## src/inc/scg_pkg.sv

```systemverilog
// Constants, types and register layout of the standby clock gating controller
package scg_pkg;

   // ****************************
   // Register map
   // ****************************
   localparam int SCG_ADDR_W = 4;
   localparam logic [SCG_ADDR_W-1:0] SCG_OFF_CTRL = 4'h0;
   localparam logic [SCG_ADDR_W-1:0] SCG_OFF_STAT = 4'h4;

   // Control fields
   localparam int SCG_CTRL_STOP_DIS = 0;
   localparam int SCG_CTRL_EXT_CLK = 1;
   localparam int SCG_CTRL_FIX_EN = 2;
   localparam int SCG_CTRL_WAIT_SYS_STOP = 3;
   localparam int SCG_CTRL_PLL_EN = 4;
   localparam int SCG_CTRL_SYS_PLL = 5;
   localparam int SCG_CTRL_WDT_SEL = 6;
   localparam int SCG_CTRL_W = 8;
   localparam logic [SCG_CTRL_W-1:0] SCG_CTRL_RESET = 8'h10;

   // Status fields
   localparam int SCG_STAT_STOP_DONE = 0;
   localparam int SCG_STAT_WAIT_DONE = 1;
   localparam int SCG_STAT_STATE = 4;
   localparam int SCG_STAT_WDT = 16;

   // ****************************
   // Timing and widths
   // ****************************
   localparam int SCG_WDT_W = 12;
   localparam logic [SCG_WDT_W-1:0] SCG_WDT_PRESET = 12'hFFF;
   localparam int SCG_PRE_W = 7;
   localparam logic [SCG_PRE_W-1:0] SCG_PRE_IDLE = 7'h7F;
   localparam int SCG_PRE_TAP0 = 3;
   localparam int SCG_PIN_W = 44;
   // Pin groups: upper data byte and high byte strobe with their ports
   localparam int SCG_PIN_DHI_LO = 32;
   localparam int SCG_PIN_DHI_HI = 39;
   localparam int SCG_PIN_HBW = 42;

   // ****************************
   // Types
   // ****************************
   typedef enum logic [1:0] {SCG_RUN, SCG_STOP, SCG_STOP_EXIT, SCG_WAIT} scg_state_e;

   typedef struct packed {
      logic osc_run;
      logic pll_run;
      logic xin_run;
      logic sys_run;
      logic biu_run;
      logic cpu_run;
      logic periph_run;
      logic wdt_div_run;
   } scg_gate_s;

   typedef struct packed {
      logic adc_run;
      logic wdt_run;
      logic timer_event_only;
      logic serial_ext_only;
   } scg_periph_s;

   typedef struct packed {
      logic pending;
      logic enabled;
      logic [2:0] level;
   } scg_irq_s;

   typedef struct packed {
      logic [SCG_PIN_W-1:0] val;
      logic [SCG_PIN_W-1:0] oe;
   } scg_pins_s;

endpackage

```

## src/hw/scg_standby.sv

```systemverilog
// Standby controller: stop and wait modes, clock gating and bus fixation
`timescale 1ns/10ps
`default_nettype none

module scg_standby
   import scg_pkg::*;
(
   input wire logic mclk,
   input wire logic rst_n,
   input wire logic [SCG_ADDR_W-1:0] reg_addr,
   input wire logic [31:0] reg_wdata,
   input wire logic reg_wr,
   input wire logic reg_rd,
   output logic [31:0] reg_rdata,
   input wire logic stop_mode,
   input wire logic wait_mode,
   input wire scg_irq_s irq_req,
   input wire logic [2:0] processor_priority_level,
   input wire logic byte_bus,
   input wire scg_pins_s bus_pins,
   input wire scg_pins_s port_pins,
   output scg_pins_s pin_out,
   output scg_gate_s clk_gate,
   output scg_periph_s periph_ctl,
   output logic [3:0] oscillator_divide_clocks,
   output logic irq_wake
);

   // ****************************
   // Register file
   // ****************************
   logic [SCG_CTRL_W-1:0] ctrl_q;
   logic [SCG_CTRL_W-1:0] ctrl_d;
   logic [1:0] done_q;
   logic [1:0] done_d;
   logic [31:0] rdata_q;
   logic [31:0] rdata_d;
   scg_state_e state_q;
   scg_state_e state_d;
   logic [SCG_WDT_W-1:0] wdt_q;
   logic [SCG_WDT_W-1:0] wdt_d;
   logic [SCG_PRE_W-1:0] pre_q;
   logic [SCG_PRE_W-1:0] pre_d;
   logic sel_clk_q;
   logic sel_clk_d;
   scg_gate_s gate_q;
   scg_gate_s gate_d;
   scg_periph_s periph_q;
   scg_periph_s periph_d;
   scg_pins_s pins_q;
   scg_pins_s pins_d;
   logic [SCG_PIN_W-1:0] port_sel;
   logic stop_go;
   logic wait_go;
   logic wake;
   logic sel_clk;
   logic sel_fall;
   logic fast_exit;
   logic ext_clk;
   logic pll_en;

   assign ext_clk = ctrl_q[SCG_CTRL_EXT_CLK];
   assign pll_en = ctrl_q[SCG_CTRL_PLL_EN];
   assign stop_go = stop_mode && !ctrl_q[SCG_CTRL_STOP_DIS];
   assign wait_go = wait_mode;
   assign wake = irq_req.pending && irq_req.enabled && (irq_req.level > processor_priority_level);
   assign fast_exit = ext_clk && !ctrl_q[SCG_CTRL_SYS_PLL];

   always_comb
   begin
      ctrl_d = ctrl_q;
      done_d = done_q;
      rdata_d = 32'h0000_0000;
      if (reg_wr && reg_addr == SCG_OFF_CTRL)
      begin
         ctrl_d = reg_wdata[SCG_CTRL_W-1:0];
         // PLL select cannot be set while the PLL is off
         if (!reg_wdata[SCG_CTRL_PLL_EN])
         begin
            ctrl_d[SCG_CTRL_SYS_PLL] = 1'b0;
         end
      end
      if (reg_wr && reg_addr == SCG_OFF_STAT)
      begin
         done_d = done_q & reg_wdata[1:0];
      end
      if (state_q == SCG_RUN && stop_go)
      begin
         done_d[SCG_STAT_STOP_DONE] = 1'b1;
      end
      else if (state_q == SCG_RUN && wait_go)
      begin
         done_d[SCG_STAT_WAIT_DONE] = 1'b1;
      end
      if (reg_rd)
      begin
         case (reg_addr)
            SCG_OFF_CTRL:
            begin
               rdata_d[SCG_CTRL_W-1:0] = ctrl_q;
            end
            SCG_OFF_STAT:
            begin
               rdata_d[1:0] = done_q;
               rdata_d[SCG_STAT_STATE +: 2] = state_q;
               rdata_d[SCG_STAT_WDT +: SCG_WDT_W] = wdt_q;
            end
            default:
            begin
               rdata_d = 32'h0000_0000;
            end
         endcase
      end
   end

   always_ff @(posedge mclk or negedge rst_n)
   begin
      if (!rst_n)
      begin
         ctrl_q <= SCG_CTRL_RESET;
         done_q <= 2'h0;
         rdata_q <= 32'h0000_0000;
      end
      else
      begin
         ctrl_q <= ctrl_d;
         done_q <= done_d;
         rdata_q <= rdata_d;
      end
   end

   assign reg_rdata = rdata_q;

   // ****************************
   // Oscillator divide clocks
   // ****************************
   always_comb
   begin
      pre_d = pre_q + 7'h01;
      if (state_q == SCG_STOP || state_d == SCG_STOP)
      begin
         pre_d = SCG_PRE_IDLE;
      end
   end

   assign sel_clk = pre_q[SCG_PRE_TAP0 + 32'(ctrl_q[SCG_CTRL_WDT_SEL +: 2])];
   assign sel_clk_d = sel_clk;
   assign sel_fall = sel_clk_q && !sel_clk;

   always_ff @(posedge mclk or negedge rst_n)
   begin
      if (!rst_n)
      begin
         pre_q <= 7'h00;
         sel_clk_q <= 1'b0;
      end
      else
      begin
         pre_q <= pre_d;
         sel_clk_q <= sel_clk_d;
      end
   end

   assign oscillator_divide_clocks = pre_q[SCG_PRE_W-1:SCG_PRE_TAP0];

   // ****************************
   // Mode sequencer
   // ****************************
   always_comb
   begin
      state_d = state_q;
      wdt_d = wdt_q;
      case (state_q)
         SCG_RUN:
         begin
            if (stop_go)
            begin
               state_d = SCG_STOP;
               wdt_d = SCG_WDT_PRESET;
            end
            else if (wait_go)
            begin
               state_d = SCG_WAIT;
            end
         end
         SCG_STOP:
         begin
            if (wake)
            begin
               state_d = SCG_STOP_EXIT;
            end
         end
         SCG_STOP_EXIT:
         begin
            if (sel_fall)
            begin
               if (fast_exit)
               begin
                  state_d = SCG_RUN;
               end
               else
               begin
                  wdt_d = wdt_q - 12'h001;
                  if (!wdt_d[SCG_WDT_W-1])
                  begin
                     state_d = SCG_RUN;
                  end
               end
            end
         end
         SCG_WAIT:
         begin
            if (wake)
            begin
               state_d = SCG_RUN;
            end
         end
         default:
         begin
            state_d = SCG_RUN;
         end
      endcase
   end

   always_ff @(posedge mclk or negedge rst_n)
   begin
      if (!rst_n)
      begin
         state_q <= SCG_RUN;
         wdt_q <= 12'h000;
      end
      else
      begin
         state_q <= state_d;
         wdt_q <= wdt_d;
      end
   end

   assign irq_wake = wake;

   // ****************************
   // Clock gates and peripheral limits
   // ****************************
   always_comb
   begin
      gate_d = '1;
      periph_d = '{adc_run: 1'b1, wdt_run: 1'b1, timer_event_only: 1'b0, serial_ext_only: 1'b0};
      gate_d.pll_run = pll_en;
      case (state_d)
         SCG_STOP:
         begin
            gate_d = '0;
            periph_d = '{adc_run: 1'b0, wdt_run: 1'b0, timer_event_only: 1'b1, serial_ext_only: 1'b1};
         end
         SCG_STOP_EXIT:
         begin
            gate_d.biu_run = 1'b0;
            gate_d.cpu_run = 1'b0;
         end
         SCG_WAIT:
         begin
            gate_d.osc_run = !ext_clk;
            gate_d.biu_run = 1'b0;
            gate_d.cpu_run = 1'b0;
            gate_d.wdt_div_run = 1'b0;
            periph_d.wdt_run = 1'b0;
            if (ctrl_q[SCG_CTRL_WAIT_SYS_STOP])
            begin
               gate_d.sys_run = 1'b0;
               gate_d.periph_run = 1'b0;
               periph_d = '{adc_run: 1'b0, wdt_run: 1'b0, timer_event_only: 1'b1, serial_ext_only: 1'b1};
            end
         end
         default:
         begin
            gate_d.pll_run = pll_en;
         end
      endcase
   end

   // Gate enables come only from flops, so no runt pulse
   always_ff @(posedge mclk or negedge rst_n)
   begin
      if (!rst_n)
      begin
         gate_q <= '1;
         periph_q <= '{adc_run: 1'b1, wdt_run: 1'b1, timer_event_only: 1'b0, serial_ext_only: 1'b0};
      end
      else
      begin
         gate_q <= gate_d;
         periph_q <= periph_d;
      end
   end

   assign clk_gate = gate_q;
   assign periph_ctl = periph_q;

   // ****************************
   // Bus fixation pin mux
   // ****************************
   generate
      for (genvar i = 0; i < SCG_PIN_W; i++)
      begin : g_pin
         if ((i >= SCG_PIN_DHI_LO && i <= SCG_PIN_DHI_HI) || i == SCG_PIN_HBW)
         begin : g_hi
            assign port_sel[i] = byte_bus || (ctrl_q[SCG_CTRL_FIX_EN] && state_q != SCG_RUN);
         end
         else
         begin : g_lo
            assign port_sel[i] = ctrl_q[SCG_CTRL_FIX_EN] && state_q != SCG_RUN;
         end
      end
   endgenerate

   always_comb
   begin
      pins_d.val = (port_sel & port_pins.val) | (~port_sel & bus_pins.val);
      pins_d.oe = (port_sel & port_pins.oe) | (~port_sel & bus_pins.oe);
   end

   always_ff @(posedge mclk or negedge rst_n)
   begin
      if (!rst_n)
      begin
         pins_q <= '0;
      end
      else
      begin
         pins_q <= pins_d;
      end
   end

   assign pin_out = pins_q;
endmodule

`default_nettype wire

```

## config.mk

```make
export PLATFORM = sky130hd
export DESIGN_NAME = scg_standby
export DESIGN_NICKNAME = d
export VERILOG_FILES = /design/src/inc/scg_pkg.sv /design/src/hw/scg_standby.sv
export SDC_FILE = /design/constraint.sdc
export NUM_CORES = 1
export LEC_CHECK = 0
export BUFFER_PORTS_ARGS = -buffer_cell sky130_fd_sc_hd__clkbuf_2
export CAP_MARGIN = 0
export CORE_AREA = 3 3 140 142
export DETAILED_ROUTE_END_ITERATION = 6
export DIE_AREA = 0 0 143 145
export HOLD_SLACK_MARGIN = 0.02
export RECOVER_POWER = 25
export SKIP_LAST_GASP = 1
export SYNTH_ARGS = -nofsm -noshare
export SYNTH_HDL_FRONTEND = slang
export SYNTH_SLANG_ARGS = --single-unit
```

## constraint.sdc

```tcl
create_clock -name mclk -period 6.05 [get_ports mclk]
set_input_delay 0 -clock mclk [delete_from_list [all_inputs] [get_ports mclk]]
set_output_delay 0 -clock mclk [all_outputs]
set_load 0.1 [all_outputs]
```

-- After elaboration in Yosys (flattened, before gate mapping)
Index checks and enable logic that the tools add are counted.
- bits of input ports: 227
- word-level logic and storage cells: 103
- output and inout port bits: 137
- bits in registers: 164
- bitwise operators: 8
- equality and inequality tests: 10
- reductions and logical operators: 23
- add/sub/neg operators: 3
- mux-type cells: 35
- magnitude comparators: 2
- operator list (cell ; number):
    $and 44x44->44 ; 4
    $or 44x44->44 ; 2
    $mux 12 ; 4
    $not 44->44 ; 1
    $mux 28 ; 1
    $pmux 12 s2 ; 1
    $mux 2 ; 11
    $pmux 2 s2 ; 3
    $sub 12x1->12 const B ; 1
    $logic_and 1x1->1 ; 10
    $eq 2x2->1 const B ; 4
    $mux 1 ; 8
    $pmux 2 s4 ; 1
    $pmux 4 s2 ; 1
    $add 7x1->7 const B ; 1
    $mux 7 ; 1
    $ne 2x2->1 const B ; 3
    $reduce_bool 2->1 ; 3
    $eq 2x1->1 const B ; 2
    $eq 4x3->1 const B ; 1
    $logic_not 1->1 ; 4
    $logic_not 4->1 ; 1
    $lt 3x4->1 const B ; 1
    $mux 4 ; 1
    9 further kinds ; 11

-- Logic depth before layout (Yosys ltp)
Gate-level depths: netlist of the first run.
- depth after elaboration: 10
- depth in mapped cells: 8
- mapped depth without buffers: 7

-- Least setup slack after synthesis of the first run
No wires, ideal clock.
- kind: reg2reg
- start: register ctrl_q[6]
- end: register wdt_q[10]
- path buffers: 0
- clock period less this slack: 2.177 ns
- stages on the path, launching flop included: 8
- slack: 3.873 ns
- setup time: 0.132 ns
- required time: 5.918 ns
- arrival time: 2.045 ns
- cell sequence: dfrtp_1 > inv_1 > ha_1 > mux2_1 > a211oi_2 > o2111ai_1 > o21ai_1 > or3b_1
- longest elaborated chain between the ends: 7
- RTL lines (element ; RTL line ; RTL):
    start, declared ; scg_standby.sv:32 ; logic [SCG_CTRL_W-1:0] ctrl_q;
    start signal, assigned ; scg_standby.sv:126 ; ctrl_q <= ctrl_d;
    $add 2x2->3 ; scg_standby.sv:146 ; assign sel_clk = pre_q[SCG_PRE_TAP0 + 32'(ctrl_q[SCG_CTRL_WDT_SEL +: 2])];
    $bmux 1 s3 ; scg_standby.sv:146 ;
    $mux 1 (not written as such) ; scg_standby.sv:146 ;
    $logic_not 1->1 ; scg_standby.sv:148 ; assign sel_fall = sel_clk_q && !sel_clk;
    $logic_and 1x1->1 ; scg_standby.sv:148 ;
    $ne 2x2->1 (no source line) ; -- ;
    $reduce_and 4->1 (no source line) ; -- ;
    end signal, assigned ; scg_standby.sv:235 ; wdt_q <= wdt_d;
    end, declared ; scg_standby.sv:40 ; logic [SCG_WDT_W-1:0] wdt_q;
No other way between the ends. The select of a mux whose other input is x is not followed.
A chain may end at the register's enable or synchronous reset.

==> results of run 1 <==
==> cell type report <==
| cell class | instances | area share |
|---|---|---|
| clock buffers | 19 | 0.0420 |
| well taps | 234 | 0.0284 |
| repair buffers | 522 | 0.348 |
| diodes | 3 | 0.000728 |
| inverters | 10 | 0.00364 |
| multi-input cells | 253 | 0.207 |
| clock inverters | 13 | 0.0131 |
| flip-flops and latches | 147 | 0.358 |
==> registers in the layout (all words and copies together) (netlist names), 2 cells and up <==
name       count
clk_gate       6
done_q         2
wdt_q         12
pre_q          7
ctrl_q         8
pin_out       88
reg_rdata     20
state_q        2
==> cell usage in the layout (no fill, tap or decap), types with 4 or more instances in the layout <==
master,n
a21oi_1,4
a22oi_1,6
a31oi_1,4
and3_1,18
buf_4,5
clkbuf_16,17
clkbuf_2,326
clkinv_2,5
conb_1,12
dfrtp_1,140
dfstp_2,7
dlygate4sd3_1,190
ha_1,6
inv_1,10
mux2_1,26
mux2_2,72
nand2_1,17
nand2b_1,4
nand3_1,7
nor2_1,10
nor2b_1,8
nor3_1,5
o21ai_1,5
xnor2_1,4
==> routing by layer <==
layer,up-vias,wire length [um],share of wire
li1,2545,-,-
met3,34,1510,0.076
met4,0,515,0.026
met1,2609,7740,0.39
met2,224,10100,0.51
met5,-,0,0
==> metrics by stage <==
step,cell area (um2),instances,setup slack [ns]
3_3_place_gp,7830,976,3.68
3_5_place_dp,7830,976,3.64
5_1_grt,10300,1201,3.19
2_1_floorplan,6080,446,3.87
6_report,10300,1201,3.31
4_1_cts,10300,1198,3.32
==> cell usage after synthesis, types with 2 or more instances <==
master,count,area (um2)
nand3_1,7,35.0
o21ai_0,3,15.0
nor3_1,5,25.0
dfstp_2,7,184
buf_2,3,15.0
buf_4,21,158
nand2_1,17,63.8
and4_1,2,17.5
or3_1,2,12.5
o211ai_1,2,15.0
mux2_1,26,293
mux2_2,72,811
dfrtp_1,140,3500
clkbuf_1,10,37.5
a22oi_1,6,45.0
o21ai_1,6,30.0
xnor2_1,4,35.0
a31oi_1,4,25.0
ha_1,6,75.1
and3_1,18,113
nor2b_1,8,50.1
clkbuf_8,2,27.5
a21oi_1,4,20.0
inv_1,10,37.5
a211oi_1,3,22.5
or3_4,2,22.5
nand2b_1,4,25.0
nor2_1,10,37.5
xor2_1,2,17.5
==> power groups by stage <==
stage | combinational (uW) | clock [uW] | sequential [uW]
2_1_floorplan | 673 | 0 | 2260
3_3_place_gp | 1930 | 0 | 1310
3_5_place_dp | 1930 | 0 | 1320
4_1_cts | 2130 | 1050 | 1300
5_1_grt | 2240 | 1100 | 1330
6_report | 2150 | 1030 | 1310
==> worst max-delay path, delay by kind of cell, from the launching register on <==
kind / cells / cell delay (ns)
multiplexers: 1 / 0.44
flip-flops: 1 / 0.52
buffers and inverters: 2 / 1.27
AO/OA/AOI/OAI: 1 / 0.30
==> cell families after synthesis <==
| family | after synthesis | synth area share |
|---|---|---|
| flip-flops | 147 | 0.610 |
| multiplexers | 99 | 0.184 |
| AND/OR/NAND/NOR | 90 | 0.0907 |
| buffers and inverters | 46 | 0.0456 |
| AO/OA/AOI/OAI | 40 | 0.0472 |
| adder cells (fa/ha/maj) | 6 | 0.0124 |
| XOR/XNOR | 6 | 0.00870 |
| other | 1 | 0.000621 |
==> path summary, 6_finish.rpt <==
path | slack [ns] | to | start
setup / recovery | 3.31 | pin_out[31] | state_q[1]
min in group asynchronous | 0.19 | pre_q[5] | rst_n
hold reg to reg | 0.48 | pre_q[0] | pre_q[0]
hold / removal | 0.06 | state_q[0] | irq_req[4]
max in group asynchronous | 4.63 | pin_out[51] | rst_n
setup reg to reg | 3.31 | pin_out[31] | state_q[1]
==> summary.md, run 1 <==
| Metric | Value |
|---|---|
| Run status | completed |
| Crit-path cells | o21ai_4, buf_4, mux2_2, dlygate4sd3_1 |
| Final setup violation count | 0 |
| PwrDens | 434 nW/um2 |
| GRT met2 Usage | 0.323 |
| Routed wire per std cell | 16.6 um |
| DP HPWL | 13100 um |
| Fmax | 0.365 GHz |
| Post-Synthesis Cell Area | 6040 um2 |
| Final ANT Viol Nets | 0 |
| Clock share of power | 0.229 |
| Die area | 20700 um2 |
| Routed via count | 5412 |
| Mean Syn Cell Area | 13.9 um2 |
| Syn. warnings | 0 |
| Fin. max-slew vios | 0 |
| PortBufs | 327 |
| EDFF count, synth | 0 |
| Grt peak-use layer | met2 |
| Routed WL | 19900 um |
| FF+latch count, synth | 147 |
| H-tree depth | 4 |
| P&R area growth vs syn | 70.6% |
| Clock Sink Count | 147 |
| CP max stage delay | 0.69 ns |
| Pint | 2370 uW |
| Setup TNS Final | 0 ns |
| CP max stage cell | buf_4 |
| Resized cells post-CTS | 0 |
| Height of the chip | 145 um |
| Psw | 2110 uW |
| Asr flop ratio synth | 1.00 |
| Initial antenna violation count | 3 |
| Hold Buf Count CTS | 190 |
| Later-pin clock latency in the skew report | 0.42 ns |
| Max_cap viols | 0 |
| Setup Buffers After CTS | 0 |
| GRT Overall Usage | 0.195 |
| Top_reg_cell synth | dfrtp_1 |
| DRC viols | 0 |
| Critical Path Fanout Max | 66 |
| CTS buffer count | 17 |
| Seq. cell area | 3690 um2 |
| Vias in the first global route | 5936 |
| Routing usage on met3 | 0.0712 |
| Layout cell share with drive strength beyond 1 | 0.474 |
| Via density per instance | 4.51 |
| Largest net degree at the start of global routing | 93 |
| Actual slew at the worst max-slew pin | 1.01 ns |
| Switching Share | 0.471 |
| Relative slew slack | 0.325 |
| Leak | 0.00507 uW |
| Core Region | 18600 um2 |
| Placer Congestion | 0.771 |
| Die width | 143 um |
| Critical path capture point type | flop |
| Max Clock Skew | 0.0108 ns |
| FP Rows | 50 |
| Worst hold path depth | 3 |
| CP required | 6.34 ns |
| Starting density of the core | 0.325 |
| Post-route clock period utilization | 0.453 |
| Ports | 364 |
| Crit path kind | flop to flop |
| Hold WC Path Type | input pin to flop |
| Fillers | 1565 |
| Post-layout minimum cycle time | 2.74 ns |
| Post-Route Utilization | 0.555 |
| Remaining global-route overflow | 0 |
| Seq/Total Area, Yosys | 0.610 |
| Initial detailed-routing violation count | 124 |
| CTS tree | done |
| Comb pwr share | 0.479 |
| CP Data Arrival Time | 3.03 ns |
| Multi-input logic area | 2130 um2 |
| WHS | 0.0635 ns |
| Met1 usage | 0.225 |
| DRT Pass-1 Iters | 4 |
| Nets | 1184 |
| Reg clk slew, reported paths | 0.06 ns |
| Clk root buf | clkbuf_16 |
| Setup crit start kind | flop |
| Cells after Synth | 435 |
| Total Power | 4480 uW |
| Share of power burned in registers | 0.292 |
| RSZ-0062 raised after global routing | false |
| Final hold violation count | 0 |
| Unique masters post-synth | 58 |
| Peak supply drop | 0.276 mV |
| Max Root-Sink Buffers | 2 |
| First-pass GRT wire length | 31500 um |
| R2R depth | 4 |
No activity file was read; power rests on OpenSTA's default activity.
==> inputs of run 2 (changes only) <==
PLACE_DENSITY = 0.65   (was not set)
clock period = 2.21 ns   (was 6.05 ns; I/O delays follow)
==> summary.md, run 2 (synthesized netlist as in run 1, its figures left out) <==
| Metric | Value |
|---|---|
| Largest net degree at the start of global routing | 71 (-24%) |
| Starting density of the core | 0.325 (unchanged) |
| DP HPWL | 12700 um (-3.2%) |
| Setup TNS Final | 0 ns (unchanged) |
| Peak supply drop | 0.586 mV (+110%) |
| Actual slew at the worst max-slew pin | 1.51 ns (+0.500 ns) |
| Post-route clock period utilization | 0.981 (+0.529) |
| Max_cap viols | 1 (+1) |
| WHS | 0.0699 ns (+0.00641 ns) |
| Run status | finished with violations |
| Reg clk slew, reported paths | 0.06 ns (about the same) |
| Initial antenna violation count | 1 (-2) |
| Final hold violation count | 0 (unchanged) |
| Dpl cells | 985 (+0.92%) |
| Worst setup margin | 0.0409 ns (-3.27 ns) |
| Die area | 20700 um2 (unchanged) |
| Final ANT Viol Nets | 0 (unchanged) |
| Setup crit start kind | flop |
| Critical Path Fanout Max | 35 (-47%) |
| Clock Sink Count | 147 (unchanged) |
| First-pass GRT wire length | 31500 um (+0.22%) |
| PwrDens | 1200 nW/um2 (+180%) |
| CP Data Arrival Time | 2.46 ns (-0.57 ns) |
| P&R area growth vs syn | 73.8% |
| Later-pin clock latency in the skew report | 0.43 ns (about the same) |
| FP Rows | 50 (unchanged) |
| Height of the chip | 145 um (unchanged) |
| Max Clock Skew | 0.0188 ns (+0.00801 ns) |
| Fin. max-slew vios | 56 (+56) |
| Dpl ws | 0.0621 ns (-3.58 ns) |
| Failing checks | max-capacitance violations, max-slew violations |
| H-tree depth | 4 (unchanged) |
| Fmax | 0.461 GHz (+26%) |
| Leak | 0.00516 uW (+1.8%) |
| Crit path kind | flop to flop |
| PortBufs | 327 (unchanged) |
| Clk root buf | clkbuf_16 |
| Critical path capture point type | flop |
| CP required | 2.51 ns (-3.83 ns) |
| Most common cell after layout, fill and taps aside | clkbuf_2 |
| Most frequent cells in the layout | 326 x clkbuf_2, 188 x dlygate4sd3_1, 140 x dfrtp_1, 72 x mux2_2, 26 x mux2_1 |
| Final non-filler cell total | 1210 (+0.75%) |
| Core Region | 18600 um2 (unchanged) |
| RSZ-0062 raised after global routing | true |
| Routed wire per std cell | 17.2 um (+3.6%) |
| Final setup violation count | 0 (unchanged) |
| Max Root-Sink Buffers | 2 (unchanged) |
| Routed WL | 20800 um (+4.3%) |
| Die width | 143 um (unchanged) |
| Initial detailed-routing violation count | 168 (+35%) |
| Layout cell share with drive strength beyond 1 | 0.482 (+0.00749) |
| Routed via count | 5497 (+1.6%) |
| Relative slew slack | -0.00367 (-0.328) |
| Post-layout minimum cycle time | 2.17 ns (-0.571 ns) |
| DRT Pass-1 Iters | 4 (unchanged) |
| DRC viols | 0 (unchanged) |
| Placer Congestion | 0.843 (+9.3%) |
| Number of diodes | 0 (-3) |
| CTS tree | done |
| Hold WC Path Type | input pin to flop |
| GRT Overall Usage | 0.195 (+0.000451) |
| Ports | 364 (unchanged) |
| Largest register FFs | 88 (unchanged) |
| Nets | 1196 (+1.0%) |
| CTS buffer count | 17 (unchanged) |
| Via density per instance | 4.54 (+0.82%) |
| Remaining global-route overflow | 0 (unchanged) |
| Vias in the first global route | 6098 (+2.7%) |
| Post-Route Utilization | 0.565 (+0.0103) |
## run 2: changes by cell type in the layout (fill, tap and decap cells not counted), moves of 2 or more
| cell | before | now |
|---|---|---|
| clkbuf_8 | 0 | 4 |
| clkinvlp_4 | 2 | 4 |
| clkinv_4 | 3 | 1 |
| buf_12 | 0 | 4 |
| clkinv_2 | 5 | 1 |
| diode_2 | 3 | 0 |
| dlygate4sd3_1 | 190 | 188 |
| clkbuf_1 | 2 | 4 |
| buf_4 | 5 | 10 |
| clkbuf_16 | 17 | 19 |
## run 2: report_power, final
group	total (uW)	switching [uW]	internal, uW
clock	2950	1160	1790
combinational	6070	4380	1690
sequential	3560	309	3250
total	12600	5850	6740
## run 2: worst max-delay path, stage by stage, from the launching register on
cell and delay [ns]:
dfrtp_1 0.37, buf_4 0.15, o21ai_4 0.17, buf_4 0.15, clkbuf_16 0.21, mux2_2 0.37, dlygate4sd3_1 0.58
## run 2: what timing repair did
item                                    CTS  global route
gates resized for setup                   0             7
endpoints found under the setup margin    0            73
hold buffers                            188             0
endpoints found under the hold margin   181             0
setup buffers                             0             3
## run 2: layout make-up
class / count / area, um2
clock buffers: 22 / 484
clock inverters: 10 / 121
fillers: 1459 / 8080
inverters: 10 / 37.5
multi-input cells: 253 / 2130
flip-flops and latches: 147 / 3690
well taps: 234 / 293
repair buffers: 534 / 3740
## run 2: through the flow
step | instance area [um2] | power, uW
5_1_grt | 10500 | 13100
4_1_cts | 10400 | 12500
6_report | 10500 | 12600
3_5_place_dp | 7950 | 8960
2_1_floorplan | 6080 | 8020
3_3_place_gp | 7950 | 8910
## run 2: path summary, 6_finish.rpt
path                       cells after the start  slack, ns          end        from
setup / recovery                               6       0.04  pin_out[20]  state_q[0]
hold / removal                                 3       0.07   state_q[0]  irq_req[3]
setup reg to reg                               6       0.04  pin_out[20]  state_q[0]
hold reg to reg                                1       0.48  clk_gate[1]   ctrl_q[3]
max in group asynchronous                      3       0.77  pin_out[72]       rst_n
min in group asynchronous                      2       0.48     pre_q[5]       rst_n
## run 2: layer usage
layer  vias up  global-route usage  wire length [um]
li1       2560                   -                 -
met1      2666               0.224              8020
met2       226               0.334             10700
met3        43              0.0662              1490
met4         2              0.0737               533
met5         -                   0                13
==> inputs of run 3 (changes only) <==
CORE_AREA = 3 3 142 144   (was 3 3 140 142)
DIE_AREA = 0 0 145 147   (was 0 0 143 145)
PLACE_DENSITY = not set   (was 0.65)
clock period = 2.2 ns   (was 2.21 ns; I/O delays follow)
==> summary.md, run 3 (synthesized netlist as in run 1, its figures left out) <==
| Metric | Value |
|---|---|
| Run status | completed |
| DP HPWL | 13000 um (+2.0%) |
| Fillers | 1526 (+4.6%) |
| Most frequent cells in the layout | 326 x clkbuf_2, 188 x dlygate4sd3_1, 139 x dfrtp_1, 72 x mux2_2, 26 x mux2_1 |
| Clock Sink Count | 147 (unchanged) |
| GRT Overall Usage | 0.188 (-0.00714) |
| Routed via count | 5550 (+0.96%) |
| Most common cell after layout, fill and taps aside | clkbuf_2 |
| Largest net degree at the start of global routing | 79 (+11%) |
| Leak | 0.00522 uW (+1.1%) |
| PortBufs | 327 (unchanged) |
| Starting density of the core | 0.321 (-0.00432) |
| H-tree depth | 4 (unchanged) |
| Relative slew slack | 0.266 (+0.270) |
| Reg clk slew, reported paths | 0.06 ns (about the same) |
| Routed WL | 21000 um (+1.0%) |
| Post-layout minimum cycle time | 2.16 ns (-0.0118 ns) |
| CTS buffer count | 17 (unchanged) |
| Die width | 145 um (+1.4%) |
| Multi-input logic area | 2150 um2 (+0.82%) |
| Routed wire per std cell | 16.8 um (-2.1%) |
| Ports | 364 (unchanged) |
| Final ANT Viol Nets | 0 (unchanged) |
| Critical path capture point type | flop |
| RSZ-0062 raised after global routing | true |
| Crit path kind | flop to flop |
| Max_cap viols | 0 (-1) |
| DRC viols | 0 (unchanged) |
| Layout cell share with drive strength beyond 1 | 0.492 (+0.0103) |
| First-pass GRT wire length | 31600 um (+0.24%) |
| Later-pin clock latency in the skew report | 0.41 ns (-0.02 ns) |
| Final setup violation count | 0 (unchanged) |
| Dpl ws | 0.0867 ns (+0.0247 ns) |
| Post-Route Utilization | 0.564 (-0.00126) |
| Via density per instance | 4.44 (-2.2%) |
| FP Rows | 50 (unchanged) |
| CP Data Arrival Time | 2.45 ns (about the same) |
| Die area | 21300 um2 (+2.8%) |
| PwrDens | 1170 nW/um2 (-2.1%) |
| Placer Congestion | 0.765 (-9.3%) |
| Setup crit start kind | flop |
| Vias in the first global route | 5937 (-2.6%) |
| Clk root buf | clkbuf_16 |
| DRT Pass-1 Iters | 4 (unchanged) |
| CTS tree | done |
| Core Region | 18800 um2 (+1.3%) |
| Hold WC Path Type | input pin to flop |
| Final hold violation count | 0 (unchanged) |
| Fmax | 0.464 GHz (+0.55%) |
| Post-route clock period utilization | 0.981 (about the same) |
| CP required | 2.49 ns (-0.02 ns) |
| Largest register FFs | 88 (unchanged) |
| Initial detailed-routing violation count | 165 (-1.8%) |
| Seq. cell area | 3690 um2 (about the same) |
| P&R area growth vs syn | 75.7% |
| Worst setup margin | 0.0427 ns (+0.00176 ns) |
| Fin. max-slew vios | 0 (-100%) |
| Height of the chip | 147 um (+1.4%) |
| Initial antenna violation count | 1 (unchanged) |
| Peak supply drop | 0.577 mV (-1.6%) |
| Critical Path Fanout Max | 7 (-80%) |
| Max Root-Sink Buffers | 2 (unchanged) |
| Actual slew at the worst max-slew pin | 1.10 ns (-0.405 ns) |
| Remaining global-route overflow | 0 (unchanged) |
| Max Clock Skew | 0.00700 ns (-0.0118 ns) |
| Nets | 1208 (+1.0%) |
[run 3: where the power goes]
group,switching [uW],internal (uW)
clock network,1200,1600
logic,4400,1680
registers,301,3270
[run 3: what timing repair did]
item,4_1_cts,5_1_grt
gates resized for setup,0,10
endpoints found under the hold margin,240,0
endpoints found under the setup margin,0,57
setup buffers,0,15
hold buffers,188,0
[run 3: final timing paths]
path	startpoint	endpoint	slack, ns	cells after the start
worst max-delay path	state_q[0]	pin_out[35]	0.04	7
worst min-delay path	stop_mode	done_q[1]	0.04	4
worst min register to register	pre_q[0]	pre_q[0]	0.49	1
min in group asynchronous	rst_n	pre_q[2]	0.05	2
worst max register to register	state_q[0]	pin_out[35]	0.04	7
max in group asynchronous	rst_n	state_q[1]	0.71	3
[run 3: worst max-delay path, stage by stage (launching register included)]
cell	delay, ns
dfrtp_1	0.38
buf_4	0.17
o21ai_4	0.16
buf_12	0.14
nor2b_4	0.16
buf_8	0.13
mux2_1	0.33
dlygate4sd3_1	0.58
[run 3: layout make-up]
class	instances	area share
inverter	10	0.00354
multi-input combinational	253	0.203
tap	260	0.0306
clock buffer	19	0.0417
clock inverter	13	0.0119
timing repair buffer	546	0.362
sequential	147	0.347
antenna	1	0.000236
[run 3: metal layers]
layer,vias to the layer above,share of wire,GRT usage
li1,2581,-,-
met1,2667,0.39,0.211
met3,48,0.073,0.0716
met2,254,0.51,0.324
met5,-,0,0
met4,0,0.032,0.0751
[run 3: per-stage QoR]
| stage | std cells | power [uW] | TNS, ns | area [um2] | hold WS, ns |
|---|---|---|---|---|---|
| after global placement | 1009 | 8950 | 0 | 7950 | -0.0798 |
| after floorplan | 446 | 8060 | 0 | 6080 | -0.296 |
| after detailed placement | 1009 | 8980 | 0 | 7950 | -0.0782 |
| after CTS | 1229 | 12300 | 0 | 10400 | 0.0250 |
| final | 1249 | 12500 | 0 | 10600 | 0.0405 |
| after global routing | 1249 | 13000 | -0.0169 | 10600 | 0.0551 |
